==> config.mk <==
export PLATFORM = sky130hd
export DESIGN_NAME = ivm_top
export DESIGN_NICKNAME = d
export VERILOG_FILES = /design/src/core/ivm_top.v /design/src/core/ivm_prio_arb.v
export VERILOG_INCLUDE_DIRS = /design/src /design/src/common
export SDC_FILE = /design/constraint.sdc
export NUM_CORES = 1
export LEC_CHECK = 0
export BUFFER_PORTS_ARGS = -buffer_cell sky130_fd_sc_hd__clkbuf_2
export CAP_MARGIN = 20
export CELL_PAD_IN_SITES_DETAIL_PLACEMENT = 1
export CELL_PAD_IN_SITES_GLOBAL_PLACEMENT = 1
export CORE_UTILIZATION = 40
export CTS_BUF_LIST = sky130_fd_sc_hd__clkbuf_8
export CTS_CLUSTER_SIZE = 14
export DETAILED_ROUTE_END_ITERATION = 7
export PLACE_DENSITY_LB_ADDON = 0.1
export SLEW_MARGIN = 20
export SYNTH_ARGS = -nofsm -noshare
export SYNTH_HDL_FRONTEND = slang
export SYNTH_SLANG_ARGS = --single-unit
==> constraint.sdc <==
create_clock -name mclk_i -period 81.5 [get_ports mclk_i]
set_input_delay 8.15 -clock mclk_i [delete_from_list [all_inputs] [get_ports mclk_i]]
set_output_delay 8.15 -clock mclk_i [all_outputs]
set_load 0.02 [all_outputs]
==> src/common/ivm_defs.vh <==
// Shared constants for the interrupt vector mapper
`ifndef IVM_DEFS_VH
`define IVM_DEFS_VH

// Channel counts and widths
`define IVM_NUM_IRQ       65
`define IVM_NUM_CORE_EXC  7'h10
`define IVM_PRIO_W        4
`define IVM_EXC_W         7
`define IVM_LVL_W         5

// Level codes: fixed priority -3 maps to code 0, programmable p to p + 3
`define IVM_LVL_RESET     5'h00
`define IVM_LVL_NMI       5'h01
`define IVM_LVL_FAULT     5'h02
`define IVM_LVL_PROG_OFS  5'h03
`define IVM_LVL_IDLE      5'h1F

// Core exception numbers
`define IVM_EXC_RESET     7'h01
`define IVM_EXC_NMI       7'h02
`define IVM_EXC_FAULT     7'h03

// Peripheral vector numbers
`define IVM_VEC_TAMPER    2
`define IVM_VEC_EXT0      6
`define IVM_VEC_DMA_A     11
`define IVM_VEC_ADC       18
`define IVM_VEC_USB_HI    19
`define IVM_VEC_USB_LO    20
`define IVM_VEC_CAN_RX1   21
`define IVM_VEC_EXT5_9    23
`define IVM_VEC_TMR_A     24
`define IVM_VEC_EXT10_15  40
`define IVM_VEC_TMR_B     43

// Source group sizes
`define IVM_N_EXT         16
`define IVM_N_EXT_OWN     5
`define IVM_EXT_MID_HI    9     // Top line of the shared 5-9 group
`define IVM_EXT_HI_LO     10    // Bottom line of the shared 10-15 group
`define IVM_N_DMA_A       7
`define IVM_N_TMR_A       4
`define IVM_N_TMR_B       3

// Vector table byte address is exception number shifted left by this amount (times four)
`define IVM_VT_SHIFT      2

`endif

==> src/core/ivm_top.v <==
// Interrupt vector mapper: source mapping, pending state, nesting, vector fetch
`timescale 1ns/1ns
`include "ivm_defs.vh"

module ivm_top #(
  parameter NIRQ  = `IVM_NUM_IRQ,  // Maskable peripheral channels
  parameter DEPTH = 18             // Nesting stack depth (one fewer than the 19 level codes)
) (
  // Clock and reset
  input  wire                    mclk_i,
  input  wire                    rst_i,
  // Dedicated peripheral requests, one per vector number
  input  wire [NIRQ-1:0]         periph_irq_i,
  // Named sources that are mapped or merged here
  input  wire [`IVM_N_EXT-1:0]   ext_line_irq_i,
  input  wire [`IVM_N_DMA_A-1:0] dma_a_channel_irq_i,
  input  wire                    usb_hipri_irq_i,
  input  wire                    can_a_tx_irq_i,
  input  wire                    usb_lopri_irq_i,
  input  wire                    can_a_rx0_irq_i,
  input  wire                    can_a_rx1_irq_i,
  input  wire                    adc_a_irq_i,
  input  wire                    adc_b_irq_i,
  input  wire                    tamper_irq_i,
  input  wire [`IVM_N_TMR_A-1:0] adv_timer_a_irq_i,
  input  wire [`IVM_N_TMR_B-1:0] adv_timer_b_irq_i,
  // Core fixed exceptions
  input  wire                    nmi_i,
  input  wire                    hard_fault_i,
  // Configuration from core-side logic
  input  wire [NIRQ-1:0]         irq_enable_i,
  input  wire [NIRQ*`IVM_PRIO_W-1:0] irq_prio_i,
  // Core exception entry handshake
  input  wire                    exc_ack_i,
  input  wire                    exc_return_i,
  output reg                     exc_req_o,
  output reg  [`IVM_EXC_W-1:0]   exc_num_o,
  output reg  [31:0]             exc_vec_addr_o,
  output reg  [`IVM_LVL_W-1:0]   exc_level_o,
  // Status
  output reg  [NIRQ-1:0]         pending_o,
  output reg  [`IVM_LVL_W-1:0]   active_level_o
);

  // Three-stage pin synchroniser state
  reg  [`IVM_N_EXT-1:0]  ext_s1;         // First stage, read only by stage two
  reg  [`IVM_N_EXT-1:0]  ext_s2;         // Second stage
  reg  [`IVM_N_EXT-1:0]  ext_s3;         // Third stage
  reg  [`IVM_N_EXT-1:0]  ext_lvl;        // Accepted line level

  // Fixed exception pending state
  reg                    rst_pend;       // Reset entry still owed
  reg                    nmi_pend;       // NMI waiting
  reg                    nmi_prev;       // NMI input last cycle

  // Nesting stack of active level codes
  reg  [`IVM_LVL_W-1:0]  stk [0:DEPTH-1];
  reg  [4:0]             sp;             // Entries in use

  // Mapped requests and arbiter result
  reg  [NIRQ-1:0]        req_map;        // Per-vector raw request
  wire                   arb_valid;      // Some enabled channel pending
  wire [`IVM_EXC_W-1:0]  arb_idx;        // Winning vector number
  wire [`IVM_LVL_W-1:0]  arb_lvl;        // Winning level code
  reg                    next_req;       // Candidate worth presenting
  reg  [`IVM_EXC_W-1:0]  next_num;       // Candidate exception number
  reg  [`IVM_LVL_W-1:0]  next_lvl;       // Candidate level code
  wire [`IVM_LVL_W-1:0]  top_lvl;        // Level now running
  wire                   taken;          // Entry accepted this cycle
  integer                k;              // Source walk, mapping only
  integer                j;              // Stack walk, reset only

  // Exception number to table byte address
  // table entry fetch
  function [31:0] vec_addr;
    input [`IVM_EXC_W-1:0] num;
    begin
      vec_addr = {{(32-`IVM_EXC_W){1'b0}}, num} << `IVM_VT_SHIFT;
    end
  endfunction

  // Pin lines: a change is accepted only once stages two and three agree
  always @(posedge mclk_i or posedge rst_i)
  begin
    if (rst_i)
    begin
      ext_s1  <= {`IVM_N_EXT{1'b0}};
      ext_s2  <= {`IVM_N_EXT{1'b0}};
      ext_s3  <= {`IVM_N_EXT{1'b0}};
      ext_lvl <= {`IVM_N_EXT{1'b0}};
    end
    else
    begin
      ext_s1  <= ext_line_irq_i;
      ext_s2  <= ext_s1;
      ext_s3  <= ext_s2;
      ext_lvl <= (ext_s2 & ext_s3) | (ext_lvl & (ext_s2 | ext_s3));
    end
  end

  // Route every source onto its vector number; named sources override the
  // generic bus so a peripheral cannot double-drive a shared slot
  always @*
  begin
    req_map = periph_irq_i;
    req_map[`IVM_VEC_TAMPER] = tamper_irq_i;
    for (k = 0; k < `IVM_N_EXT_OWN; k = k + 1)
      req_map[`IVM_VEC_EXT0 + k] = ext_lvl[k];
    for (k = 0; k < `IVM_N_DMA_A; k = k + 1)
      req_map[`IVM_VEC_DMA_A + k] = dma_a_channel_irq_i[k];
    req_map[`IVM_VEC_ADC] = adc_a_irq_i | adc_b_irq_i;
    req_map[`IVM_VEC_USB_HI] = usb_hipri_irq_i | can_a_tx_irq_i;
    req_map[`IVM_VEC_USB_LO] = usb_lopri_irq_i | can_a_rx0_irq_i;
    req_map[`IVM_VEC_CAN_RX1] = can_a_rx1_irq_i;
    req_map[`IVM_VEC_EXT5_9] = |ext_lvl[`IVM_EXT_MID_HI:`IVM_N_EXT_OWN];
    for (k = 0; k < `IVM_N_TMR_A; k = k + 1)
      req_map[`IVM_VEC_TMR_A + k] = adv_timer_a_irq_i[k];
    req_map[`IVM_VEC_EXT10_15] = |ext_lvl[`IVM_N_EXT-1:`IVM_EXT_HI_LO];
    for (k = 0; k < `IVM_N_TMR_B; k = k + 1)
      req_map[`IVM_VEC_TMR_B + k] = adv_timer_b_irq_i[k];
  end

  // one arbiter over all maskable channels
  ivm_prio_arb #(
    .N       (NIRQ)
  ) u_arb (
    .req_i   (pending_o & irq_enable_i),
    .prio_i  (irq_prio_i),
    .valid_o (arb_valid),
    .idx_o   (arb_idx),
    .lvl_o   (arb_lvl)
  );

  // Running level is the stack top, idle when nothing is active
  assign top_lvl        = (sp == 5'h00) ? `IVM_LVL_IDLE : stk[sp - 5'h01];
  assign taken          = exc_req_o & exc_ack_i;

  // Registered copy of the running level for status; it trails a push or
  // pop by one cycle, which is harmless since an offer needs that cycle too
  always @(posedge mclk_i or posedge rst_i)
  begin
    if (rst_i)
      active_level_o <= `IVM_LVL_IDLE;
    else
      active_level_o <= top_lvl;
  end

  // Candidate choice; fixed exceptions come first in a set order
  // fixed priority order
  always @*
  begin
    next_req = 1'b0;
    next_num = {`IVM_EXC_W{1'b0}};
    next_lvl = `IVM_LVL_IDLE;
    if (rst_pend)
    begin
      next_num = `IVM_EXC_RESET;
      next_lvl = `IVM_LVL_RESET;
    end
    else if (nmi_pend)
    begin
      next_num = `IVM_EXC_NMI;
      next_lvl = `IVM_LVL_NMI;
    end
    else if (hard_fault_i)
    begin
      next_num = `IVM_EXC_FAULT;
      next_lvl = `IVM_LVL_FAULT;
    end
    else if (arb_valid)
    begin
      // peripheral numbers sit past core exceptions
      next_num = arb_idx + `IVM_NUM_CORE_EXC;
      next_lvl = arb_lvl;
    end
    // nest only on a strictly more urgent level
    next_req = (next_lvl < top_lvl);
  end

  // Pending flags: a new request wins over the clear of an accepted entry
  always @(posedge mclk_i or posedge rst_i)
  begin
    if (rst_i)
    begin
      pending_o <= {NIRQ{1'b0}};
      nmi_pend  <= 1'b0;
      nmi_prev  <= 1'b0;
      rst_pend  <= 1'b1;
    end
    else
    begin
      nmi_prev <= nmi_i;
      // Acknowledge clears only the entry shown to the core
      if (taken && exc_num_o >= `IVM_NUM_CORE_EXC)
        pending_o <= (pending_o & ~({{(NIRQ-1){1'b0}}, 1'b1}
                     << (exc_num_o - `IVM_NUM_CORE_EXC))) | req_map;
      else
        pending_o <= pending_o | req_map;
      // NMI latches on its rising edge so a long pulse enters once
      if (nmi_i && !nmi_prev)
        nmi_pend <= 1'b1;
      else if (taken && exc_num_o == `IVM_EXC_NMI)
        nmi_pend <= 1'b0;
      if (taken && exc_num_o == `IVM_EXC_RESET)
        rst_pend <= 1'b0;
    end
  end

  // Nesting stack: push on entry while below DEPTH, pop on return; an entry and a
  // return in the same cycle push the entry and drop the return unless the stack is full
  always @(posedge mclk_i or posedge rst_i)
  begin
    if (rst_i)
    begin
      sp <= 5'h00;
      for (j = 0; j < DEPTH; j = j + 1)
        stk[j] <= `IVM_LVL_IDLE;
    end
    else if (taken && sp < DEPTH)
    begin
      stk[sp] <= exc_level_o;
      sp      <= sp + 5'h01;
    end
    else if (exc_return_i && sp != 5'h00)
    begin
      sp <= sp - 5'h01;
    end
  end

  // Presented request; dropped for one cycle after acceptance so the
  // next choice sees the updated pending flags and stack
  always @(posedge mclk_i or posedge rst_i)
  begin
    if (rst_i)
    begin
      exc_req_o      <= 1'b0;
      exc_num_o      <= {`IVM_EXC_W{1'b0}};
      exc_vec_addr_o <= 32'h0000_0000;
      exc_level_o    <= `IVM_LVL_IDLE;
    end
    else
    begin
      exc_req_o      <= next_req & ~taken;
      exc_num_o      <= next_num;
      exc_vec_addr_o <= vec_addr(next_num);
      exc_level_o    <= next_lvl;
    end
  end

endmodule

==> src/core/ivm_prio_arb.v <==
// Priority arbiter: picks the most urgent pending enabled peripheral request
`timescale 1ns/1ns
`include "ivm_defs.vh"

module ivm_prio_arb #(
  parameter N = `IVM_NUM_IRQ
) (
  // Requests and their priority fields
  input  wire [N-1:0]             req_i,
  input  wire [N*`IVM_PRIO_W-1:0] prio_i,
  // Winner
  output reg                      valid_o,
  output reg  [`IVM_EXC_W-1:0]    idx_o,
  output reg  [`IVM_LVL_W-1:0]    lvl_o
);

  integer               i;      // Channel walk
  reg [`IVM_LVL_W-1:0]  lvl;    // Level code of channel i

  // Linear scan; strict compare lets the lower vector number win a tie
  // level arbitration
  always @*
  begin
    valid_o = 1'b0;
    idx_o   = {`IVM_EXC_W{1'b0}};
    lvl_o   = `IVM_LVL_IDLE;
    lvl     = `IVM_LVL_IDLE;
    for (i = 0; i < N; i = i + 1)
    begin
      // programmable levels start below fixed ones
      lvl = {1'b0, prio_i[i*`IVM_PRIO_W +: `IVM_PRIO_W]} + `IVM_LVL_PROG_OFS;
      if (req_i[i] && (lvl < lvl_o))
      begin
        valid_o = 1'b1;
        idx_o   = i[`IVM_EXC_W-1:0];
        lvl_o   = lvl;
      end
    end
  end

endmodule

# Word-level counts from Yosys, hierarchy flattened

Index checks and enable logic that the tools add are counted.

Word-level logic and storage cells: 484
Register bits after elaboration: 245
ROM bits: 0
Output and inout port bits: 115
Memories kept: 0
RAM bits: 0
Latch bits: 0

Shifts and indexed selects: 1
Equal/unequal tests: 2
Reduce and logical (&&, ||, !) cells: 79
Magnitude comparators: 71
$mul: 0
Muxes and demuxes: 214
Bitwise gates (word level): 17
Divide/modulo/power cells: 0
Add/sub/neg operators: 69

Operators by type and width:

| kind                 | count |
|---|---|
| $mux 5               | 91 |
| $add 4x2->5 const B  | 65 |
| $lt 5x5->1           | 65 |
| $mux 6               | 32 |
| $and 65x65->65       | 2 |
| $or 65x65->65        | 2 |
| $bwmux 90            | 1 |
| $logic_and 1x1->1    | 72 |
| $mux 1               | 68 |
| $mux 65              | 1 |
| $not 65->65          | 1 |
| $shl 1x7->65 const A | 1 |
| $mux 7               | 5 |
| $and 16x16->16       | 2 |
| $mux 4               | 8 |
| $or 16x16->16        | 2 |
| $bmux 5 s5           | 1 |
| $demux 5 s5          | 1 |
| $ge 6x6->1 const B   | 2 |
| $mux 3               | 4 |
| $not 5->6            | 2 |
| $lt 5x5->1 const B   | 2 |
| $add 7x5->7 const B  | 1 |
| $eq 7x1->1 const B   | 1 |
| other kinds (16)     | 21 |

# Logic depth before layout (Yosys ltp)

Depth after elaboration: 202
Mapped depth: 490

# Hierarchy

A second synthesis with hierarchy kept.

Cell total of the unflattened synthesis: 3928
Area total of the unflattened synthesis: 32408.6 um^2

By module, submodules not included:

| module       | times used | area an instance (um^2) | seq. area each (um^2) | cells an instance |
|---|---|---|---|---|
| ivm_prio_arb | 1          | 21609.5                 | 0.0                   | 3091 |
| ivm_top      | 1          | 10799.1                 | 6257.3                | 837 |

# Least setup slack after synthesis

Ideal clock, no wire load.

Kind: input to register
Start point: input port irq_prio_i[0]
End point: register exc_req_o
Data arrival time: 89.184 ns
Buffers on the path: 35
Setup slack: -7.761 ns
Stages: 444
Library setup time: 0.076 ns
Cell sequence: inv_1 > ha_1 > inv_1 > a31oi_1 > ha_1 > nand2_1 > mux2_1 > o31a_1 > a22oi_2 > o21ai_0 > ha_1 > nand2_1 > nor2_1 > o221ai_2 > and2_1 > buf_4 > and2_2 > nor2_1 > [408 not listed] > o31ai_4 > mux2i_1 > ha_1 > a21oi_1 > nor2b_1 > o21ai_0 > and4b_1 > nand2_1 > nor2_1 > mux2_2 > nor4_1 > a31o_1 > ha_1 > a21o_1 > a221o_1 > a31oi_1 > nor2_1 > o21ai_1

Longest elaborated chain between the ends: 202

RTL lines:

| item                             | RTL line          | text |
|---|---|---|
| from (decl)                      | ivm_top.v:32      | `` input wire [NIRQ*`IVM_PRIO_W-1:0] irq_prio_i, `` |
| $add 4x2->5 (no line) (*)        | -                 |  |
| $lt 5x5->1                       | ivm_prio_arb.v:32 | `if (req_i[i] && (lvl < lvl_o))` |
| $logic_and 1x1->1                | ivm_prio_arb.v:32 |  |
| $mux 5                           | ivm_prio_arb.v:32 |  |
| $lt 5x5->1                       | ivm_prio_arb.v:32 |  |
| $logic_and 1x1->1                | ivm_prio_arb.v:32 |  |
| $mux 5                           | ivm_prio_arb.v:32 |  |
| $lt 5x5->1                       | ivm_prio_arb.v:32 |  |
| [187 not listed]                 | -                 |  |
| $mux 5 or $mux 1 (tied branches) | ivm_prio_arb.v:32 |  |
| $mux 5 (*)                       | ivm_top.v:170     | `else if (arb_valid)` |
| $mux 5 (*)                       | ivm_top.v:165     | `else if (hard_fault_i)` |
| $mux 5 (*)                       | ivm_top.v:160     | `else if (nmi_pend)` |
| $mux 5 (*)                       | ivm_top.v:155     | `if (rst_pend)` |
| net next_lvl[3]                  | ivm_top.v:67      | `` reg [`IVM_LVL_W-1:0] next_lvl; `` |
| $lt 5x5->1 (*)                   | ivm_top.v:177     | `next_req = (next_lvl < top_lvl);` |
| $and 1x1->1 (*)                  | ivm_top.v:243     | `exc_req_o <= next_req & ~taken;` |
| to (signal assigned)             | ivm_top.v:243     |  |
| to (decl)                        | ivm_top.v:36      | `output reg exc_req_o,` |

Mark *: on every way through the listed nets, which the timed path passes. The rest lies on a longest branch.
A chain may end at the register's enable or synchronous reset.

# Final worst setup path

Start point: input port irq_prio_i[1]
End point: register exc_req_o

Same word-level chain as after synthesis.

==> metrics <==
Vias=35.3k; Clk Latency, worst-skew pair=roughly 0.72 ns; CP max stage delay=0.46 ns; CTS tree=done; Synth Instances=about 3.9k; Fin Hold WS=roughly 0.32 ns; gr usage total=0.307; syn_area_per_cell=between 8 and 9 um^2; Via-to-Cell Ratio=5.91; met3 WL post-DR=between 7000 and 8000 um; Clock Sinks=245; Min-Delay Startpoint=ext_s1[14]$_DFF_PP0_; Die ar.=about 0.081 mm^2; Die Wd=285 um; Max-slew headroom=0.323; kind of critical path=input pin to register; CP Max Fanout=8; Tightest Hold Check Type=register to register; clk buf depth=3; Synth cell types=189; Clock Skews=around 0.056 ns; Die Ht=285 um; status=finished, final reports clean; Routed wire per std cell=approximately 22 um; DRC errors left=0; Worst setup EP type=register; met1 wire length=roughly 57000 um; post-synthesis async set-or-reset flop share=1.00; Placed Area=around 0.04 mm^2; Fin. Hold Viols=0; gpl congestion=0.950; start point of the critical path=irq_prio_i[1]; Detail Placement HPWL=~110000 um; Worst Path Required=82.13 ns; Syn-to-layout area delta=34.6%; vias in the first global route=roughly 35k; cell taking the most area after synthesis=dfrtp_1; number of synthesis warnings=0; largest net degree at the start of global routing=141; Post-synth EDFFs=0; H-tree depth=2; Setup crit end=exc_req_o$_DFF_PP0_; #FFs+latches synth=roughly 250; FF-to-FF path depth=427; Setup TNS=0 ns; most frequent cells after synthesis=nand2_1 (421), nor2_1 (392), o21ai_0 (273); row cnt=approximately 100; synthesized cell area=roughly 0.032 mm^2; most numerous cell on the critical path=ha_4; final setup fails=0; final worst slack=1.71 ns; Worst R2R End=exc_req_o$_DFF_PP0_; antenna viol nets, final=0; GRT Residual Overflow=0; fmax=12.5 MHz; Max Used Layer=met5; CP Launch Type=input pin; CP arrival=a little over 80 ns; Max Cap Viol=0; Synth Flop Type=dfrtp_1; Slew @ Worst Pin=1.01 ns; layout cells sized above 1=0.428; clk root buf=clkbuf_8; FF-to-FF Start=pending_o[0]$_DFF_PP0_; net total in the final layout=around 5.5k; initial antenna violation count=15; final instance area=between 0.04 and 0.05 mm^2; Synth area leaders=dfrtp_1 (11%), dfstp_2 (8.3%), ha_1 (5.9%); initial drt markers=around 1.8k; starting density of the core=0.405; post-place setup slack=-1.72 ns; Num CTS Buffers=50; # IOs=around 550; Routed WL=approximately 130000 um; worst reg2reg setup slack=8.85 ns; Worst-path clk slew=0.06 ns; most common cell in the synthesized netlist=nand2_1; Port Buffers=around 500; WL met2=around 65000 um; RSZ-0062 raised after global routing=yes; first-pass GRT wire length=around 200000 um; max-slew violation count=0; Period minus WS final=approximately 80 ns; FILL cells=9579; slowest CP cell=o41a_4; Core Box Area=0.0791 mm^2; register area share after synthesis=0.195; period utilization=0.979; drt first pass iters=7; Synth top area share=0.112
## timing repair
action,4_1_cts,5_1_grt
pin swaps,28,241
hold buffers,0,0
cloned,0,0
endpoints found under the setup margin,13,13
gates resized for setup,34,242
buffers inserted,30,135
## area by class of cell
cell class / instances / area [um^2] / area share
sequential: 245 / 6260 / 0.145
inverter: 239 / 932 / 0.0216
antenna: 6 / 15.0 / 0.000348
multi-input combinational: 3314 / 26900 / 0.624
clock buffer: 58 / 798 / 0.0185
tap: 1050 / 1310 / 0.0305
timing repair buffer: 1023 / 6500 / 0.151
clock inverter: 34 / 380 / 0.00882
## critical path, delay by kind of cell
family | cells | cell delay, ns
AOI/OAI and AO/OA | 196 | 31.99
and+or+nand+nor | 138 | 19.00
adders and majority gates | 66 | 16.42
buffers and inverters | 21 | 2.50
muxes | 9 | 2.19
## routing by layer
metal  vias up  GRT usage
met4        20     0.0997
li1      16500          -
met1     17600      0.397
met2       931      0.523
met5         -          0
met3       221     0.0459
## state kept, by name, indices dropped and copies added, names as in the netlist
signal / cells
exc_level_o: 5
exc_vec_addr_o: 7
nmi_pend: 1
ext_lvl: 16
exc_req_o: 1
active_level_o: 5
nmi_prev: 1
pending_o: 65
ext_s3: 16
ext_s2: 16
rst_pend: 1
ext_s1: 16
sp: 5
stk: 90
## stage by stage
| stage | utilization | std cells |
|---|---|---|
| global placement | 0.495 | 5707 |
| finish | 0.545 | 5969 |
| CTS | 0.515 | 5829 |
| global route | 0.545 | 5966 |
| detailed placement | 0.495 | 5707 |
| floorplan | - | 3910 |
## cell families after synthesis
kind of cell / Yosys count / synth area share
AND/OR/NAND/NOR: 1298 / 0.199
AO/OA/AOI/OAI: 1294 / 0.308
buffers and inverters: 351 / 0.0568
multiplexers: 266 / 0.101
flip-flops: 245 / 0.195
adder cells (fa/ha/maj): 229 / 0.0835
XOR/XNOR: 202 / 0.0557
other: 1 / 0.000117
## how the worst min path moves through the flow
stage	depth (start not counted)	to
global route	0	ext_s2[6]$_DFF_PP0_
CTS	0	ext_s2[14]$_DFF_PP0_
global placement	0	ext_s2[4]$_DFF_PP0_
floorplan	0	ext_s2[0]$_DFF_PP0_
finish	0	ext_s2[14]$_DFF_PP0_
detailed placement	0	ext_s2[9]$_DFF_PP0_
## layout by cell type (no fill, tap or decap), types with 83 or more instances in the layout
master | netlist | layout
dfrtp_1 | 144 | 144
mux2i_1 | 86 | 83
inv_1 | 238 | 243
nor2_1 | 392 | 350
nand2_1 | 421 | 371
clkbuf_2 | 0 | 495
xnor2_1 | 118 | 116
ha_1 | 150 | 85
dfstp_2 | 101 | 101
buf_4 | 39 | 516
mux2_2 | 112 | 111
a21oi_1 | 187 | 153
o21ai_0 | 273 | 207
Power is left out: the tool's default activity adds up to more than one toggle a clock period on the data nets, which glitch-free logic cannot reach.
